File: config.mk
export PLATFORM = sky130hd
export DESIGN_NAME = csm_pin_map
export DESIGN_NICKNAME = d
export VERILOG_FILES = /design/src/csm_pkg.sv /design/src/csm_pin_drive.sv /design/src/csm_pin_map.sv
export SDC_FILE = /design/constraint.sdc
export NUM_CORES = 1
export LEC_CHECK = 0
export ABC_AREA = 1
export BUFFER_PORTS_ARGS = -buffer_cell sky130_fd_sc_hd__buf_4
export CORE_MARGIN = 4
export CORE_UTILIZATION = 48
export CTS_CLUSTER_SIZE = 10
export DETAILED_ROUTE_END_ITERATION = 12
export PLACE_DENSITY = 0.81
export SLEW_MARGIN = 10
export SYNTH_ARGS = -nofsm -noshare
export SYNTH_HDL_FRONTEND = slang
export SYNTH_SLANG_ARGS = --single-unit
File: constraint.sdc
create_clock -name REF_CLK_I -period 1.49 [get_ports REF_CLK_I]
set_clock_uncertainty 0.05 [all_clocks]
set_input_delay 0.0745 -clock REF_CLK_I [delete_from_list [all_inputs] [get_ports REF_CLK_I]]
set_output_delay 0.0745 -clock REF_CLK_I [all_outputs]
set_load 0.01 [all_outputs]
File: src/csm_pkg.sv
package csm_pkg;

  // Pin and region counts; pin index 12 is the boot select pin.
  localparam int NUM_PINS = 13;
  localparam int NUM_REGIONS = 6;
  localparam int NUM_LANES = 4;
  localparam int BOOT_PIN = 12;

  // Pins that own a base-address decoder: the boot pin and pins one to five.
  localparam logic [NUM_PINS-1:0] PIN_HAS_DEC = 13'h103E;

  // Highest legal region code; codes above it are reserved.
  localparam logic [2:0] REGION_BOOT = 3'h0;
  localparam logic [2:0] REGION_LAST = 3'h5;

  // Pin function encodings.
  typedef enum logic [1:0] {
    FN_CE = 2'h0,
    FN_WE = 2'h1,
    FN_OE = 2'h2,
    FN_ALT = 2'h3
  } csm_func_t;

  // Interface kind codes.
  localparam logic [3:0] KIND_ASYNC_FAST = 4'h0;
  localparam logic [3:0] KIND_ASYNC_SLOW = 4'h1;
  localparam logic [3:0] KIND_SYNC_AOE = 4'h2;
  localparam logic [3:0] KIND_SYNC_SOE = 4'h3;
  localparam logic [3:0] KIND_BURST1_AOE = 4'h5;
  localparam logic [3:0] KIND_BURST1_SOE = 4'h7;
  localparam logic [3:0] KIND_BURST2_AOE = 4'h9;
  localparam logic [3:0] KIND_BURST2_SOE = 4'hB;

  // Per-pin option fields.
  typedef struct packed {
    csm_func_t func;
    logic [1:0] lane;
    logic [2:0] region;
    logic ab_addr;
  } csm_pin_cfg_t;

  // Properties that an interface kind code stands for.
  typedef struct packed {
    logic valid;
    logic sync;
    logic pipe;
    logic holdoff;
    logic sync_oe;
    logic burst1;
    logic burst2;
  } csm_kind_t;

  // State of the top module.
  typedef struct packed {
    logic [NUM_PINS-1:0] sel_n;
    logic [NUM_PINS-1:0] alt_addr;
    logic [NUM_PINS-1:0] alt_dout;
    logic [NUM_REGIONS-1:0] pipe;
    logic [NUM_REGIONS-1:0] burst;
    logic [NUM_REGIONS-1:0] holdoff;
    logic [NUM_REGIONS-1:0] sync_oe;
    logic pending;
    logic overlap;
    logic pipelined;
    logic addr_hold;
    logic dip_n;
    logic final_n;
  } csm_state_t;

  // Reserved codes map to all-zero properties with valid low.
  function automatic csm_kind_t csm_decode_kind(input logic [3:0] code);
    csm_kind_t k;
    k = '0;
    k.valid = 1'b1;
    unique case (code)
      KIND_ASYNC_FAST, KIND_ASYNC_SLOW: k.sync = 1'b0;
      KIND_SYNC_AOE, KIND_SYNC_SOE: k.sync = 1'b1;
      KIND_BURST1_AOE, KIND_BURST1_SOE: k.burst1 = 1'b1;
      KIND_BURST2_AOE, KIND_BURST2_SOE: k.burst2 = 1'b1;
      default: k.valid = 1'b0;
    endcase
    k.sync = k.sync | k.burst1 | k.burst2;
    k.pipe = k.sync;
    k.holdoff = k.sync;
    // Only the synchronous-OE variants get a clocked one-cycle enable; bit 0 alone
    // would also mark the asynchronous-OE burst codes.
    k.sync_oe = (code == KIND_SYNC_SOE) | (code == KIND_BURST1_SOE) |
                (code == KIND_BURST2_SOE);
    return k;
  endfunction : csm_decode_kind

endpackage : csm_pkg
File: src/csm_pin_drive.sv
`timescale 1ns/1ns
// Decodes one select pin from its option fields and the live region state.
module csm_pin_drive
  import csm_pkg::*;
#(
  parameter int PIN_IDX = 0
)
(
  input wire csm_pin_cfg_t cfg_i,
  input wire logic [NUM_REGIONS-1:0] region_act_i,
  input wire logic write_i,
  input wire logic [NUM_LANES-1:0] byte_en_i,
  output logic assert_o,
  output logic alt_addr_o,
  output logic alt_dout_o
);

  // The region this pin's own decoder serves, when it has one.
  // Pins without a decoder point at the boot region so the index stays in range.
  localparam logic [2:0] OWN_REGION = ((PIN_IDX == BOOT_PIN) || !PIN_HAS_DEC[PIN_IDX]) ?
                                      REGION_BOOT : 3'(PIN_IDX);
  localparam logic HAS_DEC = PIN_HAS_DEC[PIN_IDX];

  // Reserved region codes leave a write or output enable pin idle rather than aliasing a region.
  always_comb
  begin
    assert_o = 1'b0;
    alt_addr_o = 1'b0;
    alt_dout_o = 1'b0;
    unique case (cfg_i.func)
      FN_CE:
      begin
        // The region field plays no part for a chip enable.
        if (HAS_DEC)
        begin
          assert_o = region_act_i[OWN_REGION];
        end
        else
        begin
          assert_o = 1'b0;
        end
      end
      FN_WE:
      begin
        if (cfg_i.region <= REGION_LAST)
        begin
          assert_o = region_act_i[cfg_i.region] & write_i &
                     byte_en_i[cfg_i.lane];
        end
      end
      FN_OE:
      begin
        if (cfg_i.region <= REGION_LAST)
        begin
          assert_o = region_act_i[cfg_i.region] & ~write_i;
        end
      end
      FN_ALT:
      begin
        alt_addr_o = cfg_i.ab_addr;
        alt_dout_o = ~cfg_i.ab_addr;
      end
    endcase
  end

endmodule : csm_pin_drive

File: src/csm_pin_map.sv
`timescale 1ns/1ns
// Function
// - Two-bit field picks chip, write, output enable.
// - Code 0b11 hands pin to alternate function.
// - Port A/B setting picks address or discrete.
// - Chip enable follows own decoder, ignores region.
// - Pins without decoders never assert as chip enables.
// - Write enable needs its selected byte enable.
// - Output enable ignores lane, covers all bytes.
// - Region field binds pin; codes six, seven reserved.
// - Keep per-region interface kind properties.
// - Reserved kind code keeps region select idle.
// - Only synchronous regions are ever pipelined.
// - Classify overlapped versus pipelined address timing.
// - Type one ends via DIP; two via final.
module csm_pin_map
  import csm_pkg::*;
(
  input wire logic REF_CLK_I,
  input wire logic SRST_I,
  input wire csm_pin_cfg_t [NUM_PINS-1:0] PIN_CFG_I,
  input wire logic [NUM_REGIONS-1:0][3:0] KIND_I,
  input wire logic ACC_VALID_I,
  input wire logic [NUM_REGIONS-1:0] ACC_HIT_I,
  input wire logic ACC_WRITE_I,
  input wire logic [NUM_LANES-1:0] BYTE_EN_I,
  input wire logic ADDR_PHASE_I,
  input wire logic DATA_PHASE_I,
  input wire logic BURST_ACTIVE_I,
  input wire logic BURST_LAST_I,
  output logic [NUM_PINS-1:0] SEL_N_O,
  output logic [NUM_PINS-1:0] ALT_ADDR_MODE_O,
  output logic [NUM_PINS-1:0] ALT_DOUT_MODE_O,
  output logic [NUM_REGIONS-1:0] REGION_PIPE_O,
  output logic [NUM_REGIONS-1:0] REGION_BURST_O,
  output logic [NUM_REGIONS-1:0] REGION_HOLDOFF_O,
  output logic [NUM_REGIONS-1:0] REGION_SYNC_OE_O,
  output logic OVERLAP_O,
  output logic PIPELINED_O,
  output logic ADDR_HOLD_O,
  output logic BURST_DIP_N_O,
  output logic FINAL_BEAT_N_O
);

  csm_state_t st_reg;
  csm_state_t st_next;
  csm_kind_t [NUM_REGIONS-1:0] kind;
  logic [NUM_REGIONS-1:0] kind_valid;
  logic [NUM_REGIONS-1:0] kind_pipe;
  logic [NUM_REGIONS-1:0] kind_b1;
  logic [NUM_REGIONS-1:0] kind_b2;
  logic [NUM_REGIONS-1:0] region_act;
  logic [NUM_PINS-1:0] pin_act;
  logic [NUM_PINS-1:0] pin_alt_addr;
  logic [NUM_PINS-1:0] pin_alt_dout;
  logic tgt_pipe;
  logic new_pipelined;
  logic new_overlap;
  logic new_hold;
  logic burst1_now;
  logic burst2_now;

  // Each region's kind code is decoded into its interface properties.
  genvar gr;
  generate
    for (gr = 0; gr < NUM_REGIONS; gr++)
    begin : g_region
      assign kind[gr] = csm_decode_kind(KIND_I[gr]);
      assign kind_valid[gr] = kind[gr].valid;
      assign kind_pipe[gr] = kind[gr].pipe;
      assign kind_b1[gr] = kind[gr].burst1;
      assign kind_b2[gr] = kind[gr].burst2;
    end
  endgenerate

  // A region counts as accessed only when its kind code is legal.
  assign region_act = {NUM_REGIONS{ACC_VALID_I}} & ACC_HIT_I & kind_valid;

  // One decoder per select pin.
  genvar gp;
  generate
    for (gp = 0; gp < NUM_PINS; gp++)
    begin : g_pin
      csm_pin_drive #(
        .PIN_IDX(gp)
      ) u_drive (
        .cfg_i(PIN_CFG_I[gp]),
        .region_act_i(region_act),
        .write_i(ACC_WRITE_I),
        .byte_en_i(BYTE_EN_I),
        .assert_o(pin_act[gp]),
        .alt_addr_o(pin_alt_addr[gp]),
        .alt_dout_o(pin_alt_dout[gp])
      );
    end
  endgenerate

  // Address timing against an access whose data is still outstanding.
  // An asynchronous target cannot latch the address, so instead of a
  // pipelined issue the bus is asked to hold the address until data ends.
  assign tgt_pipe = |(ACC_HIT_I & kind_pipe & kind_valid);
  assign new_overlap = st_reg.pending & ADDR_PHASE_I & DATA_PHASE_I;
  assign new_pipelined = st_reg.pending & ADDR_PHASE_I & ~DATA_PHASE_I &
                         tgt_pipe;
  assign new_hold = st_reg.pending & ADDR_PHASE_I & ~DATA_PHASE_I &
                    ~tgt_pipe;

  // Burst style of the region being accessed.
  assign burst1_now = |(region_act & kind_b1);
  assign burst2_now = |(region_act & kind_b2);

  // Next state: pins are registered active low so they cannot glitch.
  always_comb
  begin
    st_next = st_reg;
    st_next.sel_n = ~pin_act;
    st_next.alt_addr = pin_alt_addr;
    st_next.alt_dout = pin_alt_dout;
    st_next.pipe = kind_pipe & kind_valid;
    st_next.burst = (kind_b1 | kind_b2) & kind_valid;
    for (int r = 0; r < NUM_REGIONS; r++)
    begin
      st_next.holdoff[r] = kind[r].holdoff;
      st_next.sync_oe[r] = kind[r].sync_oe;
    end
    st_next.pending = (st_reg.pending & ~DATA_PHASE_I) |
                      (ADDR_PHASE_I & ~new_hold);
    st_next.overlap = new_overlap;
    st_next.pipelined = new_pipelined;
    st_next.addr_hold = new_hold;
    // Type one stays in progress until the last beat is under way.
    st_next.dip_n = ~(BURST_ACTIVE_I & burst1_now & ~BURST_LAST_I);
    // Type two marks only the final beat.
    st_next.final_n = ~(BURST_ACTIVE_I & burst2_now & BURST_LAST_I);
  end

  // Synchronous reset leaves every pin and strobe negated.
  always_ff @(posedge REF_CLK_I)
  begin
    if (SRST_I)
    begin
      st_reg <= '0;
      st_reg.sel_n <= '1;
      st_reg.dip_n <= 1'b1;
      st_reg.final_n <= 1'b1;
    end
    else
    begin
      st_reg <= st_next;
    end
  end

  // Outputs come straight from the state register.
  assign SEL_N_O = st_reg.sel_n;
  assign ALT_ADDR_MODE_O = st_reg.alt_addr;
  assign ALT_DOUT_MODE_O = st_reg.alt_dout;
  assign REGION_PIPE_O = st_reg.pipe;
  assign REGION_BURST_O = st_reg.burst;
  assign REGION_HOLDOFF_O = st_reg.holdoff;
  assign REGION_SYNC_OE_O = st_reg.sync_oe;
  assign OVERLAP_O = st_reg.overlap;
  assign PIPELINED_O = st_reg.pipelined;
  assign ADDR_HOLD_O = st_reg.addr_hold;
  assign BURST_DIP_N_O = st_reg.dip_n;
  assign FINAL_BEAT_N_O = st_reg.final_n;

  // Helper vectors seen only by the checks below.
  logic [NUM_PINS-1:0] chk_nodec_ce;
  logic [NUM_PINS-1:0] chk_alt;
  logic [NUM_PINS-1:0] chk_we_lane_off;
  logic [NUM_PINS-1:0] chk_bad_region;
  logic [NUM_PINS-1:0] chk_ce_bad_kind;
  logic [NUM_PINS-1:0] chk_oe_read;
  always_comb
  begin
    for (int p = 0; p < NUM_PINS; p++)
    begin
      chk_nodec_ce[p] = (PIN_CFG_I[p].func == FN_CE) & ~PIN_HAS_DEC[p];
      chk_alt[p] = PIN_CFG_I[p].func == FN_ALT;
      chk_we_lane_off[p] = (PIN_CFG_I[p].func == FN_WE) &
                           ~BYTE_EN_I[PIN_CFG_I[p].lane];
      chk_bad_region[p] = (PIN_CFG_I[p].func != FN_CE) &
                          (PIN_CFG_I[p].region > REGION_LAST);
      chk_oe_read[p] = 1'b0;
      if ((PIN_CFG_I[p].func == FN_OE) && (PIN_CFG_I[p].region <= REGION_LAST))
      begin
        chk_oe_read[p] = region_act[PIN_CFG_I[p].region] & ~ACC_WRITE_I;
      end
      chk_ce_bad_kind[p] = 1'b0;
      if (p == BOOT_PIN)
      begin
        chk_ce_bad_kind[p] = (PIN_CFG_I[p].func == FN_CE) &
                             ~kind_valid[REGION_BOOT];
      end
      else if (PIN_HAS_DEC[p])
      begin
        chk_ce_bad_kind[p] = (PIN_CFG_I[p].func == FN_CE) & ~kind_valid[p];
      end
    end
  end
endmodule : csm_pin_map

# ---- Word-level counts from Yosys, hierarchy flattened
# Cells that the tools add are included.
dict set report word_totals {
  ff_bits 69
  inputBits 146
  out_inout_bits 68
}
dict set report op_classes {
  order_cmp 39
  n_eq_ne 81
  mux 115
  n_bitwise 118
  n_reduce_logical 52
}
# op n
set ops {}
lappend ops {{$mux W1} 76}
lappend ops {{$reduce_or A2 Y1} 31}
lappend ops {{$eq A2 B2 Y1 const B} 26}
lappend ops {{$lt A3 B4 Y1 const B} 13}
lappend ops {{$and A1 B1 Y1} 50}
lappend ops {{$and A6 B6 Y6} 8}
lappend ops {{$eq A4 B2 Y1 const B} 12}
lappend ops {{$eq A4 B3 Y1 const B} 12}
lappend ops {{$eq A4 B4 Y1 const B} 12}
lappend ops {{$reduce_or A8 Y1} 6}
lappend ops {{$bmux W1 S3} 13}
lappend ops {{$le A3 B3 Y1 const B} 13}
lappend ops {{$lt A2 B3 Y1 const B} 13}
lappend ops {{$not A1 Y1} 33}
lappend ops {{$bmux W1 S2} 13}
lappend ops {{$eq A2 B1 Y1 const B} 13}
lappend ops {{$or A1 B1 Y1} 25}
lappend ops {{$eq A4 B1 Y1 const B} 6}
lappend ops {{$logic_not A4 Y1} 6}
lappend ops {{$pmux W1 S3} 6}
lappend ops {{$reduce_or A6 Y1} 3}
lappend ops {{$pmux W1 S2} 7}
lappend ops {{$not A13 Y13} 1}
lappend ops {{$logic_not A2 Y1} 6}
lappend ops {{$or A6 B6 Y6} 1}

# ---- Logic depth before layout (Yosys ltp)
dict set report depth {
  word_depth 13
  depth_mapped 13
  ltp_nobuf 12
}

# ---- Hierarchy
# From an unflattened synthesis, not the netlist that was laid out.
dict set report hier_totals {
  hier_cells 857
  hier_area_um2 5246.3
}
# module instances cells_per_inst area_per_inst_um2 seq_area_each_um2
set by_module_without_submodules {}
lappend by_module_without_submodules {csm_pin_map 1 346 2837.7 1381.3}
lappend by_module_without_submodules {{csm_pin_drive (g_pin[12].u_drive ...)} 6 42 210.2 0.0}
lappend by_module_without_submodules {{csm_pin_drive (g_pin[0].u_drive ...)} 7 37 163.9 0.0}

# ---- Least setup slack after synthesis
# No wires, ideal clock.
dict set report synth_path {
  kind {input -> register}
  start {in KIND_I[7] (netlist bit)}
  end {reg st_reg (netlist bit SEL_N_O[2])}
  arrival_ps 888
  required_ps 1326
  setup_slack_ps 439
  stages 13
  path_buffers 1
  cell_sequence {inv_1 > nand2_1 > nand3_1 > nand2_2 > buf_6 > nand2_1 > nand3_1 > nand2_1 > nand2_1 > nand2_1 > nand2_1 > nand2_1 > nand2_1}
}
dict set report synth_between {
  elab_chain_cells 11
  word_cells_on_any_way 20
}
# element line
set synth_rtl {}
lappend synth_rtl {{from (decl)} csm_pin_map.sv:22} ;# input wire logic [NUM_REGIONS-1:0][3:0] KIND_I,
lappend synth_rtl {{$eq A4 B2 Y1, or another cell as far along} csm_pkg.sv:75} ;# unique case (code)
lappend synth_rtl {{$reduce_or A8 Y1 (no source line) *} --}
lappend synth_rtl {{$mux W1 *} csm_pkg.sv:75}
lappend synth_rtl {{$and A6 B6 Y6 *} csm_pin_map.sv:77} ;# assign region_act = {NUM_REGIONS{ACC_VALID_I}} & ACC_HIT_I & kind_valid;
lappend synth_rtl {{$bmux W1 S3 *} {csm_pin_drive.sv:47, csm_pin_drive.sv:55}}
lappend synth_rtl {{$mux W1 (implied by the code) *} {csm_pin_drive.sv:47, csm_pin_drive.sv:55}}
lappend synth_rtl {{$and A1 B1 Y1 (2 in a row)} csm_pin_drive.sv:47} ;# assert_o = region_act_i[cfg_i.region] & write_i &
lappend synth_rtl {{$mux W1} csm_pin_drive.sv:45} ;# if (cfg_i.region <= REGION_LAST)
lappend synth_rtl {{$pmux W1 S3 *} csm_pin_drive.sv:30} ;# unique case (cfg_i.func)
lappend synth_rtl {{$not A13 Y13 *} csm_pin_map.sv:116} ;# st_next.sel_n = ~pin_act;
lappend synth_rtl {{to (signal assigned)} csm_pin_map.sv:149} ;# st_reg <= st_next;
lappend synth_rtl {{to (decl)} csm_pin_map.sv:45} ;# csm_state_t st_reg;
# Every way passes the cells marked *; elsewhere a longest branch is shown, timed or not. The select of a mux whose other input is x is not followed.
# A chain may end at the register's enable or synchronous reset.

# ---- Worst setup path in the final report
dict set report layout_path {
  start {in KIND_I[19] (netlist bit)}
  end {reg st_reg (netlist bit SEL_N_O[9])}
}
dict set report layout_between {
  elab_chain_cells 11
  word_cells_on_any_way 20
}
# element line
set layout_rtl {}
lappend layout_rtl {{$eq A4 B2 Y1, or another cell as far along} csm_pkg.sv:75}
lappend layout_rtl {{$reduce_or A8 Y1 (no source line) *} --}
lappend layout_rtl {{$mux W1 *} csm_pkg.sv:75}
lappend layout_rtl {{$and A6 B6 Y6 *} csm_pin_map.sv:77}
lappend layout_rtl {{$bmux W1 S3 *} {csm_pin_drive.sv:47, csm_pin_drive.sv:55}}
lappend layout_rtl {{$mux W1 (implied by the code) *} {csm_pin_drive.sv:47, csm_pin_drive.sv:55}}
lappend layout_rtl {{$and A1 B1 Y1 (2 in a row)} csm_pin_drive.sv:47}
lappend layout_rtl {{$mux W1} csm_pin_drive.sv:45}
lappend layout_rtl {{$pmux W1 S2 *} csm_pin_drive.sv:30}
lappend layout_rtl {{$not A13 Y13 *} csm_pin_map.sv:116}
# Marks and branches as above.

==> results.rst <==
.. list-table::
   :header-rows: 1

   * - Metric
     - Value
   * - Post-Syn Nets
     - just under 900
   * - Run status
     - finished, final reports clean
   * - Count of final hold-check violations
     - 0
   * - Fill cell total of the finished layout
     - ~800
   * - Min Tclk post-route
     - 1.40 ns
   * - Bufs on Longest Clock Path
     - 2
   * - Setup-failing EPs final
     - 0
   * - Die extent in x
     - 108 um
   * - Share of layout cells above drive strength 1
     - 0.302
   * - Maximum clock frequency
     - just over 700 MHz
   * - Static leakage
     - about 3.7 nW
   * - Vertical die dimension
     - between 100 and 150 um
   * - Global placement routability congestion
     - between 0.9 and 1
   * - Count of maximum capacitance violations
     - 0
   * - Total GRT Usage
     - 0.254
   * - Clock insertion delay at the later pin of the skew report
     - ~0.36 ns
   * - Residual DRC count
     - 0
   * - Worst-path maximum fanout
     - 10
   * - Critical path startpoint category
     - input port
   * - Via count of the first global-routing pass
     - between 4000 and 5000
   * - CTS tree
     - yes
   * - Post-synthesis sequential area ratio
     - 0.289
   * - Number of buffers inserted during clock tree synthesis
     - 9
   * - Core Box Area
     - around 0.01 mm^2
   * - Worst relative slew slack
     - 0.669
   * - Area of the die
     - 0.0116 mm^2
   * - Number of input and output port buffers inserted
     - approximately 210
   * - Number of sinks on the clock net
     - approximately 70
   * - Final wirelength
     - 15.1 mm
   * - Count of TritonRoute iterations in the first routing pass
     - 5
   * - Number of ports placed on the die boundary
     - approximately 210
   * - Ratio of final minimum period to clock period
     - 0.939
   * - Top-area cell type share of the netlist area
     - 0.289
   * - Worst setup slack after layout
     - 0.0915 ns
   * - Maximum number of pins on one net before global-route repair
     - 20
   * - Power per cell area
     - around 740 mW/mm^2
   * - WP data required
     - 1.69 ns
   * - Post-detailed-route wirelength per cell
     - 14.3 um
   * - Clock root buffer
     - sky130_fd_sc_hd__clkbuf_8
   * - Synth Instances
     - a little over 700
   * - Via count
     - about 5100
   * - Synth warnings
     - 0
   * - Flip-flop and latch count after synthesis
     - just under 70
   * - Actual slew at the worst max-slew pin
     - slightly below 0.5 ns
   * - Placed wire-length estimate
     - approximately 11 mm
   * - DRT antenna net count
     - 0
   * - Num rows
     - 36
   * - Clock-pin slew reported for the worst setup and hold paths after clock tree synthesis
     - ~0.080 ns
   * - Arrival time of the worst setup path
     - approximately 1.6 ns
   * - First-pass GRT wire length
     - around 23 mm
   * - Overall power
     - slightly above 5 mW
   * - Unrepaired setup endpoints after global routing
     - false
   * - Count of antenna diodes in the layout
     - 0
   * - Final Slew Violations
     - 0
   * - Worst Hold Class
     - in2reg
   * - Post-Place Worst Slack
     - ~0.12 ns
   * - Element type at the critical path end
     - flip-flop
   * - Final Core Density
     - 0.711
   * - Average footprint of a synthesized cell
     - between 6 and 7 um^2
   * - Cell type contributing the most total cell area after synthesis
     - sky130_fd_sc_hd__dfxtp_1
   * - Number of antenna violations at the first check in global routing
     - 0
   * - Synth-to-Final Area Change
     - 44.5%
   * - Fin nets
     - ~1100
   * - Starting utilization of the core area
     - 0.492
   * - Ranking of synthesized cells by area
     - sky130_fd_sc_hd__dfxtp_1 29%, sky130_fd_sc_hd__nand2_1 11%, sky130_fd_sc_hd__buf_4 10%
   * - Via density per instance
     - ~4.8
   * - Total standard cell area after synthesis
     - between 0.004 and 0.005 mm^2
   * - Maximum vdd drop
     - between 0.3 and 0.4 mV
   * - Critical path class
     - in2reg
   * - Count of routing violations after the opening detailed-route iteration
     - between 300 and 400
   * - Setup tns final
     - 0 ns
   * - Clock H-tree levels
     - 3
   * - Residual overflow from global routing
     - 0
   * - Netlist cell types
     - 34
-- critical path, cell delays in order --
cell	delay [ns]
sky130_fd_sc_hd__buf_4	0.12
sky130_fd_sc_hd__inv_1	0.09
sky130_fd_sc_hd__nand2_1	0.09
sky130_fd_sc_hd__nand3_2	0.13
sky130_fd_sc_hd__nand2_8	0.10
sky130_fd_sc_hd__a21oi_2	0.13
sky130_fd_sc_hd__o21ai_0	0.09
sky130_fd_sc_hd__a21oi_1	0.16
sky130_fd_sc_hd__o21ai_1	0.06
sky130_fd_sc_hd__dlygate4sd3_1	0.55
-- synthesized netlist by cell type (all sizes together) --
cell type,number
a31oi,1
nor3b,1
a21oi,45
buf,70
o31ai,2
o32ai,1
o221ai,1
o21ai,58
inv,104
a211oi,4
clkbuf,8
clkinv,4
nand2,151
dfxtp,69
nand3b,7
nor3,3
nand4,8
o22ai,1
a21boi,5
ha,38
nand3,40
o211ai,14
and3,1
nor2,72
-- repair_timing --
item | in CTS | in global routing
hold buffers | 50 | 0
endpoints found under the hold margin | 51 | 0
resized for setup | 0 | 22
endpoints found under the setup margin | 0 | 4
setup buffers | 0 | 7
-- layout by cell type, fill, tap and decap left out, types with 22 or more instances in the layout --
cell                            instances
sky130_fd_sc_hd__a21oi_1               38
sky130_fd_sc_hd__o21ai_1               22
sky130_fd_sc_hd__nand2_1              138
sky130_fd_sc_hd__dlygate4sd3_1         50
sky130_fd_sc_hd__nand3_1               35
sky130_fd_sc_hd__ha_1                  38
sky130_fd_sc_hd__nor2_1                72
sky130_fd_sc_hd__inv_1                 97
sky130_fd_sc_hd__dfxtp_1               69
sky130_fd_sc_hd__o21ai_0               33
sky130_fd_sc_hd__buf_4                228
-- layer usage --
metal  global-route usage  part of all wire
met5                    0                 0
met2                0.430              0.48
met4               0.0830             0.024
met1                0.313              0.41
met3               0.0660             0.081
-- logic make-up (layout without fill, tap and decap cells) --
group	count (synthesis)	after routing	share of synthesized area
and+or+nand+nor	283	283	0.252
AOI/OAI and AO/OA	132	132	0.158
DFF	69	69	0.289
adders and majority gates	38	38	0.0993
buffers and inverters	186	401	0.202
-- path summary, 6_finish.rpt --
check / start / end / slack, ns / cells past startpoint
hold reg to reg: st_reg[5]$_SDFF_PP0_ / OVERLAP_O$_SDFF_PP0_ / 0.42 / 2
setup reg to reg: st_reg[5]$_SDFF_PP0_ / st_reg[5]$_SDFF_PP0_ / 0.21 / 5
setup / recovery: KIND_I[19] / SEL_N_O[9]$_SDFF_PP1_ / 0.09 / 10
hold / removal: PIN_CFG_I[43] / SEL_N_O[5]$_SDFF_PP1_ / 0.005 / 5
-- report_power, final --
part	switching [mW]	total, mW	internal, mW	leakage, nW
logic	0.645	1.29	0.650	3.06
registers	0.0191	1.93	1.91	0.564
clock network	0.814	1.89	1.07	0.115
total	1.48	5.11	3.63	3.74
-- through the flow --
| step | std cells | cell area, um^2 | hold WS [ns] |
|---|---|---|---|
| global placement | 984 | 6050 | 0.192 |
| CTS | 1049 | 6790 | 0.00226 |
| floorplan | 708 | 4790 | 0.0969 |
| global route | 1056 | 6920 | 0.0112 |
| finish | 1056 | 6920 | 0.00491 |
| detailed placement | 984 | 6050 | 0.193 |
-- area by class of cell --
| type | count | area [um^2] | area share |
|---|---|---|---|
| Clock inverter | 3 | 67.6 | 0.00977 |
| Tap cell | 133 | 166 | 0.0241 |
| Inverter | 108 | 410 | 0.0593 |
| Sequential cell | 69 | 1380 | 0.200 |
| Clock buffer | 12 | 165 | 0.0239 |
| Multi-Input combinational cell | 453 | 2510 | 0.363 |
| Timing Repair Buffer | 278 | 2210 | 0.320 |
Note: power is estimated with default switching activity, not from simulation.
